`src/logic/sas_params.svh`:
```
// Offsets, field positions, reset values and timing counts of the converter sequencer
`ifndef SAS_PARAMS_SVH
`define SAS_PARAMS_SVH

// Register indices; byte address is four times the index
`define SAS_IDX_CTRL      8'hD2
`define SAS_IDX_RES_HI    8'hD3
`define SAS_IDX_RES_LO    8'hD4
`define SAS_IDX_IRQ_STAT  8'hD5
`define SAS_IDX_IRQ_MASK  8'hD6

// Control field positions
`define SAS_CHAN_MSB      7
`define SAS_CHAN_LSB      4
`define SAS_EOC_BIT       3
`define SAS_SPEED_MSB     2
`define SAS_SPEED_LSB     1
`define SAS_START_BIT     0

// Reset values and trial code preset at start
`define SAS_CTRL_RST      8'h00
`define SAS_MASK_RST      8'h00
`define SAS_SAR_MID       10'h200

// Converter clocks per phase
`define SAS_SETUP_CLKS    6'h0A
`define SAS_BIT_CLKS      6'h04

// System clocks per converter clock, by speed setting
`define SAS_DIV_SPD0      6'h10
`define SAS_DIV_SPD1      6'h08
`define SAS_DIV_SPD2      6'h04
`define SAS_DIV_SPD3      6'h20

// Bus responses
`define SAS_RESP_OKAY     2'h0
`define SAS_RESP_SLVERR   2'h2

`endif

```
`src/logic/sas_pkg.sv`:
```
// Types shared by the converter sequencer files
package sas_pkg;

    typedef enum logic [1:0] {
        SAS_ST_IDLE,
        SAS_ST_SETUP,
        SAS_ST_BIT
    } sas_state_e;

    typedef struct packed {
        logic [3:0] chan;
        logic       eoc;
        logic [1:0] speed;
        logic       start;
    } sas_ctrl_s;

    typedef struct packed {
        logic [7:0] hi;
        logic [1:0] lo;
    } sas_result_s;

endpackage

```
`src/logic/sas_clk_div.sv`:
```
// Converter clock tick generator from the system clock
`timescale 1ns/1ns
`include "sas_params.svh"
module sas_clk_div
    import sas_pkg::*;
(
    input  wire logic       sys_clk,
    input  wire logic       reset,
    input  wire logic       ce,
    input  wire logic       run,
    input  wire logic [1:0] speed,
    output logic            tick
);
    logic [5:0] cnt_r;
    logic [5:0] cnt_nxt;
    logic [5:0] div;

    function automatic logic [5:0] speed_div(input logic [1:0] s);
        case (s)
            2'h0:    speed_div = `SAS_DIV_SPD0;
            2'h1:    speed_div = `SAS_DIV_SPD1;
            2'h2:    speed_div = `SAS_DIV_SPD2;
            default: speed_div = `SAS_DIV_SPD3;
        endcase
    endfunction

    always_comb begin
        div     = speed_div(speed);
        tick    = run && (cnt_r == div - 6'h01);
        cnt_nxt = cnt_r;
        if (!run || tick) begin
            cnt_nxt = 6'h00;
        end else begin
            cnt_nxt = cnt_r + 6'h01;
        end
    end

    always_ff @(posedge sys_clk) begin
        if (reset) begin
            cnt_r <= 6'h00;
        end else if (ce) begin
            cnt_r <= cnt_nxt;
        end
    end
endmodule

```
`src/logic/sas_sar_seq.sv`:
```
// Successive-approximation sequencer: set-up phase then one bit per four ticks
`timescale 1ns/1ns
`include "sas_params.svh"
module sas_sar_seq
    import sas_pkg::*;
(
    input  wire logic        sys_clk,
    input  wire logic        reset,
    input  wire logic        ce,
    input  wire logic        start,
    input  wire logic        tick,
    input  wire logic        comp,
    output logic             idle,
    output logic [9:0]       code,
    output logic             done,
    output sas_result_s      result
);
    sas_state_e  state_r;
    sas_state_e  state_nxt;
    logic [5:0]  cnt_r;
    logic [5:0]  cnt_nxt;
    logic [3:0]  idx_r;
    logic [3:0]  idx_nxt;
    logic [9:0]  code_r;
    logic [9:0]  code_nxt;
    logic        done_r;
    logic        done_nxt;
    sas_result_s result_r;
    sas_result_s result_nxt;

    assign idle   = (state_r == SAS_ST_IDLE);
    assign code   = code_r;
    assign done   = done_r;
    assign result = result_r;

    always_comb begin
        state_nxt  = state_r;
        cnt_nxt    = cnt_r;
        idx_nxt    = idx_r;
        code_nxt   = code_r;
        done_nxt   = 1'b0;
        result_nxt = result_r;
        case (state_r)
            SAS_ST_IDLE: begin
                if (start) begin
                    code_nxt  = `SAS_SAR_MID;
                    idx_nxt   = 4'h9;
                    cnt_nxt   = 6'h00;
                    state_nxt = SAS_ST_SETUP;
                end
            end
            SAS_ST_SETUP: begin
                if (tick) begin
                    cnt_nxt = cnt_r + 6'h01;
                    if (cnt_r == `SAS_SETUP_CLKS - 6'h01) begin
                        cnt_nxt   = 6'h00;
                        state_nxt = SAS_ST_BIT;
                    end
                end
            end
            SAS_ST_BIT: begin
                if (tick) begin
                    cnt_nxt = cnt_r + 6'h01;
                    if (cnt_r == `SAS_BIT_CLKS - 6'h01) begin
                        cnt_nxt = 6'h00;
                        // Drop the trial bit when input is below the trial level
                        code_nxt[idx_r] = comp;
                        if (idx_r == 4'h0) begin
                            result_nxt = code_nxt;
                            done_nxt   = 1'b1;
                            state_nxt  = SAS_ST_IDLE;
                        end else begin
                            code_nxt[idx_r - 4'h1] = 1'b1;
                            idx_nxt = idx_r - 4'h1;
                        end
                    end
                end
            end
            default: state_nxt = SAS_ST_IDLE;
        endcase
    end

    always_ff @(posedge sys_clk) begin
        if (reset) begin
            state_r  <= SAS_ST_IDLE;
            cnt_r    <= 6'h00;
            idx_r    <= 4'h0;
            code_r   <= 10'h000;
            done_r   <= 1'b0;
            result_r <= '0;
        end else if (ce) begin
            state_r  <= state_nxt;
            cnt_r    <= cnt_nxt;
            idx_r    <= idx_nxt;
            code_r   <= code_nxt;
            done_r   <= done_nxt;
            result_r <= result_nxt;
        end
    end
endmodule

```
`src/logic/sas_adc_top.sv`:
```
// Converter sequencer top: AXI4-Lite registers, interrupt and conversion control
//
// The AXI4-Lite slave port was left to the implementer.
`timescale 1ns/1ns
`include "sas_params.svh"
module sas_adc_top
    import sas_pkg::*;
#(
    parameter int ADDR_W = 12
)
(
    input  wire logic              sys_clk,
    input  wire logic              reset,
    input  wire logic              ce,
    input  wire logic [ADDR_W-1:0] s_axi_awaddr,
    input  wire logic              s_axi_awvalid,
    output logic                   s_axi_awready,
    input  wire logic [31:0]       s_axi_wdata,
    input  wire logic [3:0]        s_axi_wstrb,
    input  wire logic              s_axi_wvalid,
    output logic                   s_axi_wready,
    output logic [1:0]             s_axi_bresp,
    output logic                   s_axi_bvalid,
    input  wire logic              s_axi_bready,
    input  wire logic [ADDR_W-1:0] s_axi_araddr,
    input  wire logic              s_axi_arvalid,
    output logic                   s_axi_arready,
    output logic [31:0]            s_axi_rdata,
    output logic [1:0]             s_axi_rresp,
    output logic                   s_axi_rvalid,
    input  wire logic              s_axi_rready,
    input  wire logic              comp_in,
    output logic [3:0]             ain_sel,
    output logic [9:0]             sar_code,
    output logic                   conv_busy,
    output logic                   irq
);
    // Register index from a byte address
    function automatic logic [ADDR_W-3:0] reg_idx(input logic [ADDR_W-1:0] a);
        reg_idx = a[ADDR_W-1:2];
    endfunction

    function automatic logic is_idx(input logic [ADDR_W-1:0] a, input logic [7:0] idx);
        is_idx = (reg_idx(a) == (ADDR_W-2)'(idx));
    endfunction

    function automatic logic is_mapped(input logic [ADDR_W-1:0] a);
        is_mapped = is_idx(a, `SAS_IDX_CTRL) || is_idx(a, `SAS_IDX_RES_HI)
                 || is_idx(a, `SAS_IDX_RES_LO) || is_idx(a, `SAS_IDX_IRQ_STAT)
                 || is_idx(a, `SAS_IDX_IRQ_MASK);
    endfunction

    // Bus state
    logic              aw_got_r;
    logic              aw_got_nxt;
    logic [ADDR_W-1:0] aw_addr_r;
    logic [ADDR_W-1:0] aw_addr_nxt;
    logic              w_got_r;
    logic              w_got_nxt;
    logic [31:0]       w_data_r;
    logic [31:0]       w_data_nxt;
    logic [3:0]        w_strb_r;
    logic [3:0]        w_strb_nxt;
    logic              bvalid_r;
    logic              bvalid_nxt;
    logic [1:0]        bresp_r;
    logic [1:0]        bresp_nxt;
    logic              rvalid_r;
    logic              rvalid_nxt;
    logic [31:0]       rdata_r;
    logic [31:0]       rdata_nxt;
    logic [1:0]        rresp_r;
    logic [1:0]        rresp_nxt;

    // Register state
    sas_ctrl_s         ctrl_r;
    sas_ctrl_s         ctrl_nxt;
    sas_result_s       res_r;
    sas_result_s       res_nxt;
    logic              stat_r;
    logic              stat_nxt;
    logic              mask_r;
    logic              mask_nxt;
    logic [3:0]        conv_chan_r;
    logic [3:0]        conv_chan_nxt;

    // Comparator synchroniser
    logic              comp_meta_r;
    logic              comp_sync_r;

    // Handshake and write path helpers
    logic              aw_fire;
    logic              w_fire;
    logic              ar_fire;
    logic              wr_go;
    logic [ADDR_W-1:0] wr_addr;
    logic [31:0]       wr_data;
    logic [3:0]        wr_strb;

    // Sequencer link
    logic              seq_idle;
    logic              seq_done;
    logic              seq_tick;
    logic              start_acc;
    logic [9:0]        seq_code;
    sas_result_s       seq_result;

    assign s_axi_awready = ce && !aw_got_r && !bvalid_r;
    assign s_axi_wready  = ce && !w_got_r && !bvalid_r;
    assign s_axi_arready = ce && !rvalid_r;
    assign s_axi_bvalid  = bvalid_r;
    assign s_axi_bresp   = bresp_r;
    assign s_axi_rvalid  = rvalid_r;
    assign s_axi_rdata   = rdata_r;
    assign s_axi_rresp   = rresp_r;

    assign aw_fire = s_axi_awvalid && s_axi_awready;
    assign w_fire  = s_axi_wvalid && s_axi_wready;
    assign ar_fire = s_axi_arvalid && s_axi_arready;
    assign wr_addr = aw_fire ? s_axi_awaddr : aw_addr_r;
    assign wr_data = w_fire ? s_axi_wdata : w_data_r;
    assign wr_strb = w_fire ? s_axi_wstrb : w_strb_r;
    assign wr_go   = (aw_got_r || aw_fire) && (w_got_r || w_fire);

    // Start is taken only while the sequencer is idle
    assign start_acc = ce && ctrl_r.start && seq_idle;

    assign ain_sel   = conv_chan_r;
    assign sar_code  = seq_code;
    assign conv_busy = !seq_idle;
    assign irq       = stat_r && mask_r;

    always_comb begin
        aw_got_nxt    = aw_got_r;
        aw_addr_nxt   = aw_addr_r;
        w_got_nxt     = w_got_r;
        w_data_nxt    = w_data_r;
        w_strb_nxt    = w_strb_r;
        bvalid_nxt    = bvalid_r;
        bresp_nxt     = bresp_r;
        rvalid_nxt    = rvalid_r;
        rdata_nxt     = rdata_r;
        rresp_nxt     = rresp_r;
        ctrl_nxt      = ctrl_r;
        res_nxt       = res_r;
        stat_nxt      = stat_r;
        mask_nxt      = mask_r;
        conv_chan_nxt = conv_chan_r;

        if (aw_fire) begin
            aw_got_nxt  = 1'b1;
            aw_addr_nxt = s_axi_awaddr;
        end
        if (w_fire) begin
            w_got_nxt  = 1'b1;
            w_data_nxt = s_axi_wdata;
            w_strb_nxt = s_axi_wstrb;
        end
        if (bvalid_r && s_axi_bready) begin
            bvalid_nxt = 1'b0;
        end
        if (rvalid_r && s_axi_rready) begin
            rvalid_nxt = 1'b0;
        end

        // Accepting a start latches the channel for the whole conversion
        if (start_acc) begin
            ctrl_nxt.start = 1'b0;
            conv_chan_nxt  = ctrl_r.chan;
        end

        if (wr_go) begin
            aw_got_nxt = 1'b0;
            w_got_nxt  = 1'b0;
            bvalid_nxt = 1'b1;
            bresp_nxt  = is_mapped(wr_addr) ? `SAS_RESP_OKAY : `SAS_RESP_SLVERR;
            if (wr_strb[0]) begin
                if (is_idx(wr_addr, `SAS_IDX_CTRL)) begin
                    ctrl_nxt.chan  = wr_data[`SAS_CHAN_MSB:`SAS_CHAN_LSB];
                    ctrl_nxt.speed = wr_data[`SAS_SPEED_MSB:`SAS_SPEED_LSB];
                    if (wr_data[`SAS_START_BIT]) begin
                        ctrl_nxt.start = 1'b1;
                        ctrl_nxt.eoc   = 1'b0;
                    end
                end else if (is_idx(wr_addr, `SAS_IDX_IRQ_MASK)) begin
                    mask_nxt = wr_data[0];
                end
            end
        end

        if (ar_fire) begin
            rvalid_nxt = 1'b1;
            rresp_nxt  = is_mapped(s_axi_araddr) ? `SAS_RESP_OKAY : `SAS_RESP_SLVERR;
            rdata_nxt  = 32'h0000_0000;
            if (is_idx(s_axi_araddr, `SAS_IDX_CTRL)) begin
                rdata_nxt[7:0] = ctrl_r;
            end else if (is_idx(s_axi_araddr, `SAS_IDX_RES_HI)) begin
                rdata_nxt[7:0] = res_r.hi;
            end else if (is_idx(s_axi_araddr, `SAS_IDX_RES_LO)) begin
                rdata_nxt[1:0] = res_r.lo;
            end else if (is_idx(s_axi_araddr, `SAS_IDX_IRQ_STAT)) begin
                rdata_nxt[0] = stat_r;
                stat_nxt     = 1'b0;
            end else if (is_idx(s_axi_araddr, `SAS_IDX_IRQ_MASK)) begin
                rdata_nxt[0] = mask_r;
            end
        end

        // Completion wins over a status read clear in the same cycle
        // Flag stays low while a newer start waits or is being written
        if (seq_done) begin
            res_nxt      = seq_result;
            ctrl_nxt.eoc = !(ctrl_r.start || ctrl_nxt.start);
            stat_nxt     = 1'b1;
        end
    end

    always_ff @(posedge sys_clk) begin
        if (reset) begin
            aw_got_r    <= 1'b0;
            aw_addr_r   <= '0;
            w_got_r     <= 1'b0;
            w_data_r    <= 32'h0000_0000;
            w_strb_r    <= 4'h0;
            bvalid_r    <= 1'b0;
            bresp_r     <= `SAS_RESP_OKAY;
            rvalid_r    <= 1'b0;
            rdata_r     <= 32'h0000_0000;
            rresp_r     <= `SAS_RESP_OKAY;
            ctrl_r      <= `SAS_CTRL_RST;
            res_r       <= '0;
            stat_r      <= 1'b0;
            mask_r      <= 1'b0;
            conv_chan_r <= 4'h0;
        end else if (ce) begin
            aw_got_r    <= aw_got_nxt;
            aw_addr_r   <= aw_addr_nxt;
            w_got_r     <= w_got_nxt;
            w_data_r    <= w_data_nxt;
            w_strb_r    <= w_strb_nxt;
            bvalid_r    <= bvalid_nxt;
            bresp_r     <= bresp_nxt;
            rvalid_r    <= rvalid_nxt;
            rdata_r     <= rdata_nxt;
            rresp_r     <= rresp_nxt;
            ctrl_r      <= ctrl_nxt;
            res_r       <= res_nxt;
            stat_r      <= stat_nxt;
            mask_r      <= mask_nxt;
            conv_chan_r <= conv_chan_nxt;
        end
    end

    always_ff @(posedge sys_clk) begin
        if (reset) begin
            comp_meta_r <= 1'b0;
            comp_sync_r <= 1'b0;
        end else if (ce) begin
            comp_meta_r <= comp_in;
            comp_sync_r <= comp_meta_r;
        end
    end

    sas_clk_div u_div (
        .sys_clk (sys_clk),
        .reset   (reset),
        .ce      (ce),
        .run     (!seq_idle),
        .speed   (ctrl_r.speed),
        .tick    (seq_tick)
    );

    sas_sar_seq u_seq (
        .sys_clk (sys_clk),
        .reset   (reset),
        .ce      (ce),
        .start   (start_acc),
        .tick    (seq_tick),
        .comp    (comp_sync_r),
        .idle    (seq_idle),
        .code    (seq_code),
        .done    (seq_done),
        .result  (seq_result)
    );
endmodule

```
`config.mk`:
```
export PLATFORM = sky130hd
export DESIGN_NAME = sas_adc_top
export DESIGN_NICKNAME = d
export VERILOG_FILES = /design/src/logic/sas_pkg.sv /design/src/logic/sas_clk_div.sv /design/src/logic/sas_sar_seq.sv /design/src/logic/sas_adc_top.sv
export VERILOG_INCLUDE_DIRS = /design/src /design/src/logic
export SDC_FILE = /design/constraint.sdc
export NUM_CORES = 1
export LEC_CHECK = 0
export ABC_AREA = 1
export BUFFER_PORTS_ARGS = -buffer_cell sky130_fd_sc_hd__buf_2
export CORE_MARGIN = 4
export CORE_UTILIZATION = 42
export DETAILED_ROUTE_END_ITERATION = 7
export GPL_ROUTABILITY_DRIVEN = 0
export GPL_TIMING_DRIVEN = 0
export PLACE_DENSITY = 0.68
export RECOVER_POWER = 100
export SETUP_SLACK_MARGIN = 0.05
export SLEW_MARGIN = 20
export SYNTH_ARGS = -nofsm -noshare
export SYNTH_HDL_FRONTEND = slang
export SYNTH_SLANG_ARGS = --single-unit
```
`constraint.sdc`:
```
create_clock -name sys_clk -period 1.91 [get_ports sys_clk]
set_input_delay 0.0955 -clock sys_clk [delete_from_list [all_inputs] [get_ports sys_clk]]
set_output_delay 0.0955 -clock sys_clk [all_outputs]
set_load 0.01 [all_outputs]
```
# [After elaboration in Yosys (flattened, before gate mapping)]
# Cells that the tools add are included.
[word_totals] reg_bits=102 inputBits=69 out_inout_bits=57 word_cells=204
[classes] addsub=4 n_lt_le_gt_ge=4 eq_ne=27 mux=67 bitwise=2 reduce_logical=69
[ops] op="== test 10 x 8 -> 1 bit (second input constant)" n=10
[ops] op="two-way mux 6 bit" n=7
[ops] op="two-way mux 10 bit" n=4
[ops] op="one-hot mux 6 bit (3 select lines)" n=2
[ops] op="two-way mux 1 bit" n=29
[ops] op="two-way mux 4 bit" n=7
[ops] op="AND reduction 5 bit" n=5
[ops] op="nonzero test 2 bit" n=11
[ops] op="one-hot mux 10 bit (2 select lines)" n=1
[ops] op="AND reduction 2 bit" n=10
[ops] op="two-way mux 2 bit" n=9
[ops] op="logical AND 1 bit" n=17
[ops] op="two-way mux 8 bit" n=2
[ops] op="!= test 2 x 1 -> 1 bit (second input constant)" n=7
[ops] op="adder 6 x 1 -> 6 bit (second input constant)" n=2
[ops] op="logical OR 1 bit" n=12
[ops] op="two-way mux 12 bit" n=1
[ops] op="AND reduction 6 bit" n=2
[ops] op="bitwise mux 10 bit" n=1
[ops] op="less-than comparator 4 x 5 -> 1 bit (second input constant)" n=2
[ops] op="OR 10 bit" n=1
[ops] op="demux 1 bit (select 4 bit)" n=2
[ops] op="greater-or-equal comparator 4 x 1 -> 1 bit (second input constant)" n=2
[ops] op="one-hot mux 4 bit (2 select lines)" n=1
[ops] op="other kinds (16)" n=26

# [Logic depth before layout (Yosys ltp)]
[logic_depth] word_depth=12 ltp_mapped=14 ltp_nobuf=14

# [Hierarchy]
# Synthesis repeated with hierarchy kept, for this count alone.
[hier_totals] cells_unflattened=775 area_unflattened_um2=5358.9
[modules_own_cells] mod="sas_adc_top" n_inst=1 cells_each=423 area_each_um2=2984.1 seq_area_each_um2=1161.1
[modules_own_cells] mod="sas_sar_seq" n_inst=1 cells_each=291 area_each_um2=1968.1 seq_area_each_um2=660.6
[modules_own_cells] mod="sas_clk_div" n_inst=1 cells_each=61 area_each_um2=406.6 seq_area_each_um2=120.1

# [Worst setup path before layout]
# OpenSTA, ideal clock, no wires.
[synth_timing] kind="reg2reg" from="reg ctrl_r[1] in the netlist's numbering" to="reg u_seq.cnt_r[0]" setup_ps=132 arrival_ps=1788 t_required_ps=1778 slack_ps=-10 stages_incl_launch_ff=12 path_buffers=0 period_less_slack_ps=1920 path_cell_list="dfxtp_1 inv_1 ha_1 inv_1 a21boi_0 nand2_1 nor2_1 nand3_1 a21oi_2 nand3_1 nand2_1 a21oi_1"
[synth_between] elab_chain_cells=7 elab_cells_between_ends=10 classes_between="add/sub: 1; eq/ne: 5; mux: 1; reduce/logical: 3"
[synth_lines] item="start, declared" line="sas_adc_top.sv:76" source="sas_ctrl_s ctrl_r;"
[synth_lines] item="start signal, assigned" line="sas_adc_top.sv:230" source="ctrl_r <= `SAS_CTRL_RST;"
[synth_lines] item="start signal, assigned" line="sas_adc_top.sv:246" source="ctrl_r <= ctrl_nxt;"
[synth_lines] item="== test 2 bit, or another cell as far along" line="sas_clk_div.sv:19" source="case (s)"
[synth_lines] item="one-hot mux 6 bit (3 select lines) (*)" line="sas_clk_div.sv:19"
[synth_lines] item="subtractor 6 x 1 -> 6 bit (*)" line="sas_clk_div.sv:29" source="tick = run && (cnt_r == div - 6'h01);"
[synth_lines] item="== test 6 bit (*)" line="sas_clk_div.sv:29"
[synth_lines] item="logical AND 1 bit (*)" line="sas_clk_div.sv:29"
[synth_lines] item="!= test 2 bit (no line)"
[synth_lines] item="AND reduction 5 bit (no line) (*)"
[synth_lines] item="end signal, assigned" line="sas_sar_seq.sv:93" source="cnt_r <= cnt_nxt;"
[synth_lines] item="end, declared" line="sas_sar_seq.sv:20" source="logic [5:0] cnt_r;"
# Every way passes the cells marked *; elsewhere a longest branch is shown, timed or not.
# A chain may end at the register's enable or synchronous reset.

# [Worst setup path in the final report]
[layout_timing] from="reg ctrl_r[1] in the netlist's numbering" to="reg u_seq.idx_r[0]"
[layout_between] elab_chain_cells=7 elab_cells_between_ends=9 classes_between="add/sub: 1; eq/ne: 4; mux: 1; reduce/logical: 3"
[layout_lines] item="== test 2 bit, or another cell as far along" line="sas_clk_div.sv:19"
[layout_lines] item="one-hot mux 6 bit (3 select lines) (*)" line="sas_clk_div.sv:19"
[layout_lines] item="subtractor 6 x 1 -> 6 bit (*)" line="sas_clk_div.sv:29"
[layout_lines] item="== test 6 bit (*)" line="sas_clk_div.sv:29"
[layout_lines] item="logical AND 1 bit (*)" line="sas_clk_div.sv:29"
[layout_lines] item="!= test 2 bit (no line) (*)"
[layout_lines] item="AND reduction 6 bit (no line) (*)"
[layout_lines] item="end signal, assigned" line="sas_sar_seq.sv:94" source="idx_r <= idx_nxt;"
[layout_lines] item="end, declared" line="sas_sar_seq.sv:22" source="logic [3:0] idx_r;"
# Marks and branches as above.

==> insert_results.sql <==
INSERT INTO impl_metrics (metric_group, metric, value, unit) VALUES
('power_and_ir_drop', 'share_of_power_burned_in_registers', '0.490', ''),
('synth', 'netlist_instances', '749', ''),
('hold_path', 'hold_class', 'input port to flip-flop', ''),
('worst_setup_path', 'cp.required', '2200', 'ps'),
('worst_setup_path', 'rr_startpoint', 'ctrl_r[1]', ''),
('die', 'die-area', '0.01408', 'mm2'),
('finish', 'finish.utilization', '0.5346', ''),
('power_and_ir_drop', 'reported_leakage_power', '2.819', 'nW'),
('clock_tree', 'clock_tree_from_tritoncts', 'yes', ''),
('route', 'number_of_search_and_repair_iterations_in_the_first_detailed_routing_pass', '5', ''),
('hold_path', 'worstHoldStart', 's_axi_wdata[1]', ''),
('sta', 'max_freq', '530.9', 'MHz'),
('synth', 'syn_area', '0.005142', 'mm2'),
('worst_setup_path', 'regToRegEndpoint', 'u_seq.idx_r[0]', ''),
('sta', 'final_period_minus_worst_setup_slack', '1884', 'ps'),
('clock_tree', 'clk-insertion-delay-late', '350', 'ps'),
('sta', 'slew_headroom', '0.5648', ''),
('power_and_ir_drop', 'power.share.switching', '0.2580', ''),
('route', 'drt-total-wl', '13.27', 'mm'),
('sta', 'setup-violations-final', '0', ''),
('worst_setup_path', 'worst_ep_arrival_time', '2170', 'ps'),
('worst_setup_path', 'crit_path_cell_trace', 'buf_4 -> ha_1 -> nand2_1 -> nand2_2 -> nor2_4 -> nand3_4 -> nand2_4 -> nand4_1 -> buf_4 -> nand2_1 -> nand2_1 -> nor2_1', ''),
('route', 'total_via_count_after_detailed_routing', '5021', ''),
('route', 'routed_length_per_instance', '12.94', 'um'),
('die', 'core.rowCount', '40', ''),
('power_and_ir_drop', 'net-switching-power', '0.001101', 'W'),
('clock_tree', 'cts.htree.levels', '3', ''),
('synth', 'synth_xor_area_frac', '0.01192', ''),
('worst_setup_path', 'path_depth', '12', ''),
('synth', 'synthDominantCellAreaShare', '0.3776', ''),
('sta', 'rsz0062_at_grt', 'true', ''),
('synth', 'synth_top_family_by_area', 'simple AND/OR/NAND/NOR gates', ''),
('worst_setup_path', 'critPathBufInv', '2', ''),
('synth', 'multiplexer_share_of_the_synthesized_area', '0.005839', ''),
('sta', 'hold_slack', '9.685', 'ps'),
('hold_path', 'worstHoldEndpoint', 'w_data_r[1]', ''),
('synth', 'post_synth_most_frequent_cells', '158 x nand2_1, 97 x dfxtp_1, 96 x nor2_1, 84 x inv_1, 64 x a21oi_1', ''),
('finish', 'seqCellArea', '0.001949', 'mm2'),
('grt', 'grt_pass1_wl', '21.87', 'mm'),
('grt', 'globalRoute.totalOverflow', '0', ''),
('sta', 'final_hold_viol_count', '0', ''),
('synth', 'ys_top_cells_by_area', 'dfxtp_1 38%, nand2_1 12%, nor2_1 7.0%', ''),
('worst_setup_path', 'cp_common_cell', 'nand2_1', ''),
('power_and_ir_drop', 'post-layout-total-power', '0.004266', 'W'),
('flow_run', 'cap_violations', '0', ''),
('route', 'avg_vias_per_cell', '4.899', ''),
('worst_setup_path', 'r2r.worst_path.cells', '12', ''),
('hold_path', 'min_delay_path_depth', '3', ''),
('synth', 'yosysSeqAreaShare', '0.3776', ''),
('power_and_ir_drop', 'peakVddDrop', '0.0004146', 'V'),
('route', 'drt_drc_violations_left', '0', ''),
('route', 'postRouteAntennaNets', '0', ''),
('die', 'floorplan.core_area', '0.01201', 'mm2'),
('clock_tree', 'number_of_cts_inserted_buffers', '9', ''),
('power_and_ir_drop', 'clock_power_share', '0.403', ''),
('worst_setup_path', 'setup.worst_path.end_class', 'flip-flop', ''),
('synth', 'synth-adder-area-share', '0.03893', ''),
('status', 'status', 'finished, final reports clean', ''),
('die', 'dieHeight', '118.7', 'um'),
('sta', 'fin_worst_skew', '8.962', 'ps'),
('worst_setup_path', 'crit_path_start_kind', 'flip-flop', ''),
('placed_design', 'place.detailed.hpwl', '9.699', 'mm'),
('finish', 'fill_cells', '1223', ''),
('grt', 'total_track_usage', '0.1884', ''),
('grt', 'maximum_number_of_pins_on_one_net_before_global_route_repair', '17', ''),
('clock_tree', 'clkSlewWorstSetupHoldPaths', '70', 'ps'),
('finish', 'area_of_the_multi_input_gates', '0.002841', 'mm2'),
('die', 'pin_count', '126', ''),
('finish', 'layout-drive-gt1-share', '0.2005', ''),
('worst_setup_path', 'cp_slowest_cell', 'dfxtp_4', ''),
('synth', 'top_cell_type_by_total_area_after_synthesis', 'dfxtp_1', '');
==> sequential cells by signal, summed over array words and instances, names as in the netlist, 2 cells and up <==
| register | cells |
|---|---|
| w_data_r | 7 |
| u_seq.cnt_r | 6 |
| ain_sel | 4 |
| aw_addr_r | 10 |
| s_axi_rdata | 8 |
| u_seq.result | 10 |
| u_seq.idx_r | 4 |
| ctrl_r | 8 |
| u_seq.code | 10 |
| res_r | 10 |
| u_div.cnt_r | 6 |
| u_seq.state_r | 2 |
==> cell type report <==
| type | instances | share of cell area |
|---|---|---|
| well taps | 147 | 0.02864 |
| flip-flops and latches | 97 | 0.3036 |
| inverters | 100 | 0.06002 |
| multi-input cells | 529 | 0.4425 |
| clock buffers | 11 | 0.03780 |
| plain buffers | 48 | 0.04852 |
| repair buffers | 88 | 0.07288 |
| clock inverters | 5 | 0.006041 |
==> cell usage in the layout, fill, tap and decap left out, drive strengths merged <==
master,netlist,routed
a211oi,2,2
a21boi,1,1
a21oi,65,65
buf,32,90
clkbuf,16,56
clkinv,2,2
clkinvlp,0,4
conb,1,26
dfxtp,97,97
dlygate4sd3,0,1
ha,16,16
inv,98,99
mux2i,3,3
nand2,159,159
nand3,42,42
nand3b,4,4
nand4,28,28
nor2,100,100
nor3,5,5
nor4,1,1
o211a,1,1
o211ai,8,8
o21ai,56,56
o21bai,1,1
o221ai,3,3
o22ai,1,1
xor2,7,7
==> through the flow <==
stage,area (um2),setup slack [ps],TNS [ps],cells
2_1_floorplan,5253,41.41,0,774
3_3_place_gp,5762,-365.1,-7369,986
3_5_place_dp,5762,-391.3,-8019,986
4_1_cts,6213,27.34,0,1013
5_1_grt,6421,-98.34,-2633,1025
6_report,6421,26.38,0,1025
==> power groups by stage <==
stage               Clock, W  Combinational [W]  Sequential (W)
global placement           0           0.000420         0.00214
detailed placement         0           0.000423         0.00214
CTS                  0.00177           0.000427         0.00209
global route         0.00185           0.000519         0.00209
floorplan                  0           0.000291         0.00214
finish               0.00172           0.000460         0.00209
==> tightest hold or removal path: stages <==
cell     delay, ps
buf_2           80
mux2i_1         70
nor2_1          80
==> routing by layer <==
layer  up-vias  global-route usage  share of wire
met3        15             0.04880          0.058
met1      2246              0.2480           0.46
li1       2624                   -              -
met2       136              0.3044           0.46
met5         -                   0              0
met4         0             0.05431          0.014
==> how the worst max path moves through the flow <==
stage,from,to,slack [ps]
4_1_cts,ctrl_r[1],u_seq.idx_r[3],30
5_1_grt,ctrl_r[1],u_seq.idx_r[3],-100
6_report,ctrl_r[1],u_seq.idx_r[0],30
2_1_floorplan,ctrl_r[1],u_seq.cnt_r[1],40
3_3_place_gp,ctrl_r[1],u_seq.code[5],-370
3_5_place_dp,ctrl_r[1],u_seq.code[3],-390
==> cells by family (layout without fill, tap and decap cells) <==
family | after synthesis | count (layout)
DFF | 97 | 97
adders and majority gates | 16 | 16
other | 1 | 26
xor gates and xnor gates | 7 | 7
buffers and inverters | 148 | 252
and+or+nand+nor | 339 | 339
muxes | 3 | 3
AOI/OAI and AO/OA | 138 | 138
==> timing repair <==
item / in CTS / in global routing
gates cloned: 1 / 0
hold buffers: 1 / 0
endpoints found under the setup margin: 40 / 44
pin swaps: 14 / 18
setup buffers: 9 / 12
endpoints found under the hold margin: 1 / 0
resized for setup: 24 / 53
(Power assumes the default switching activity.)
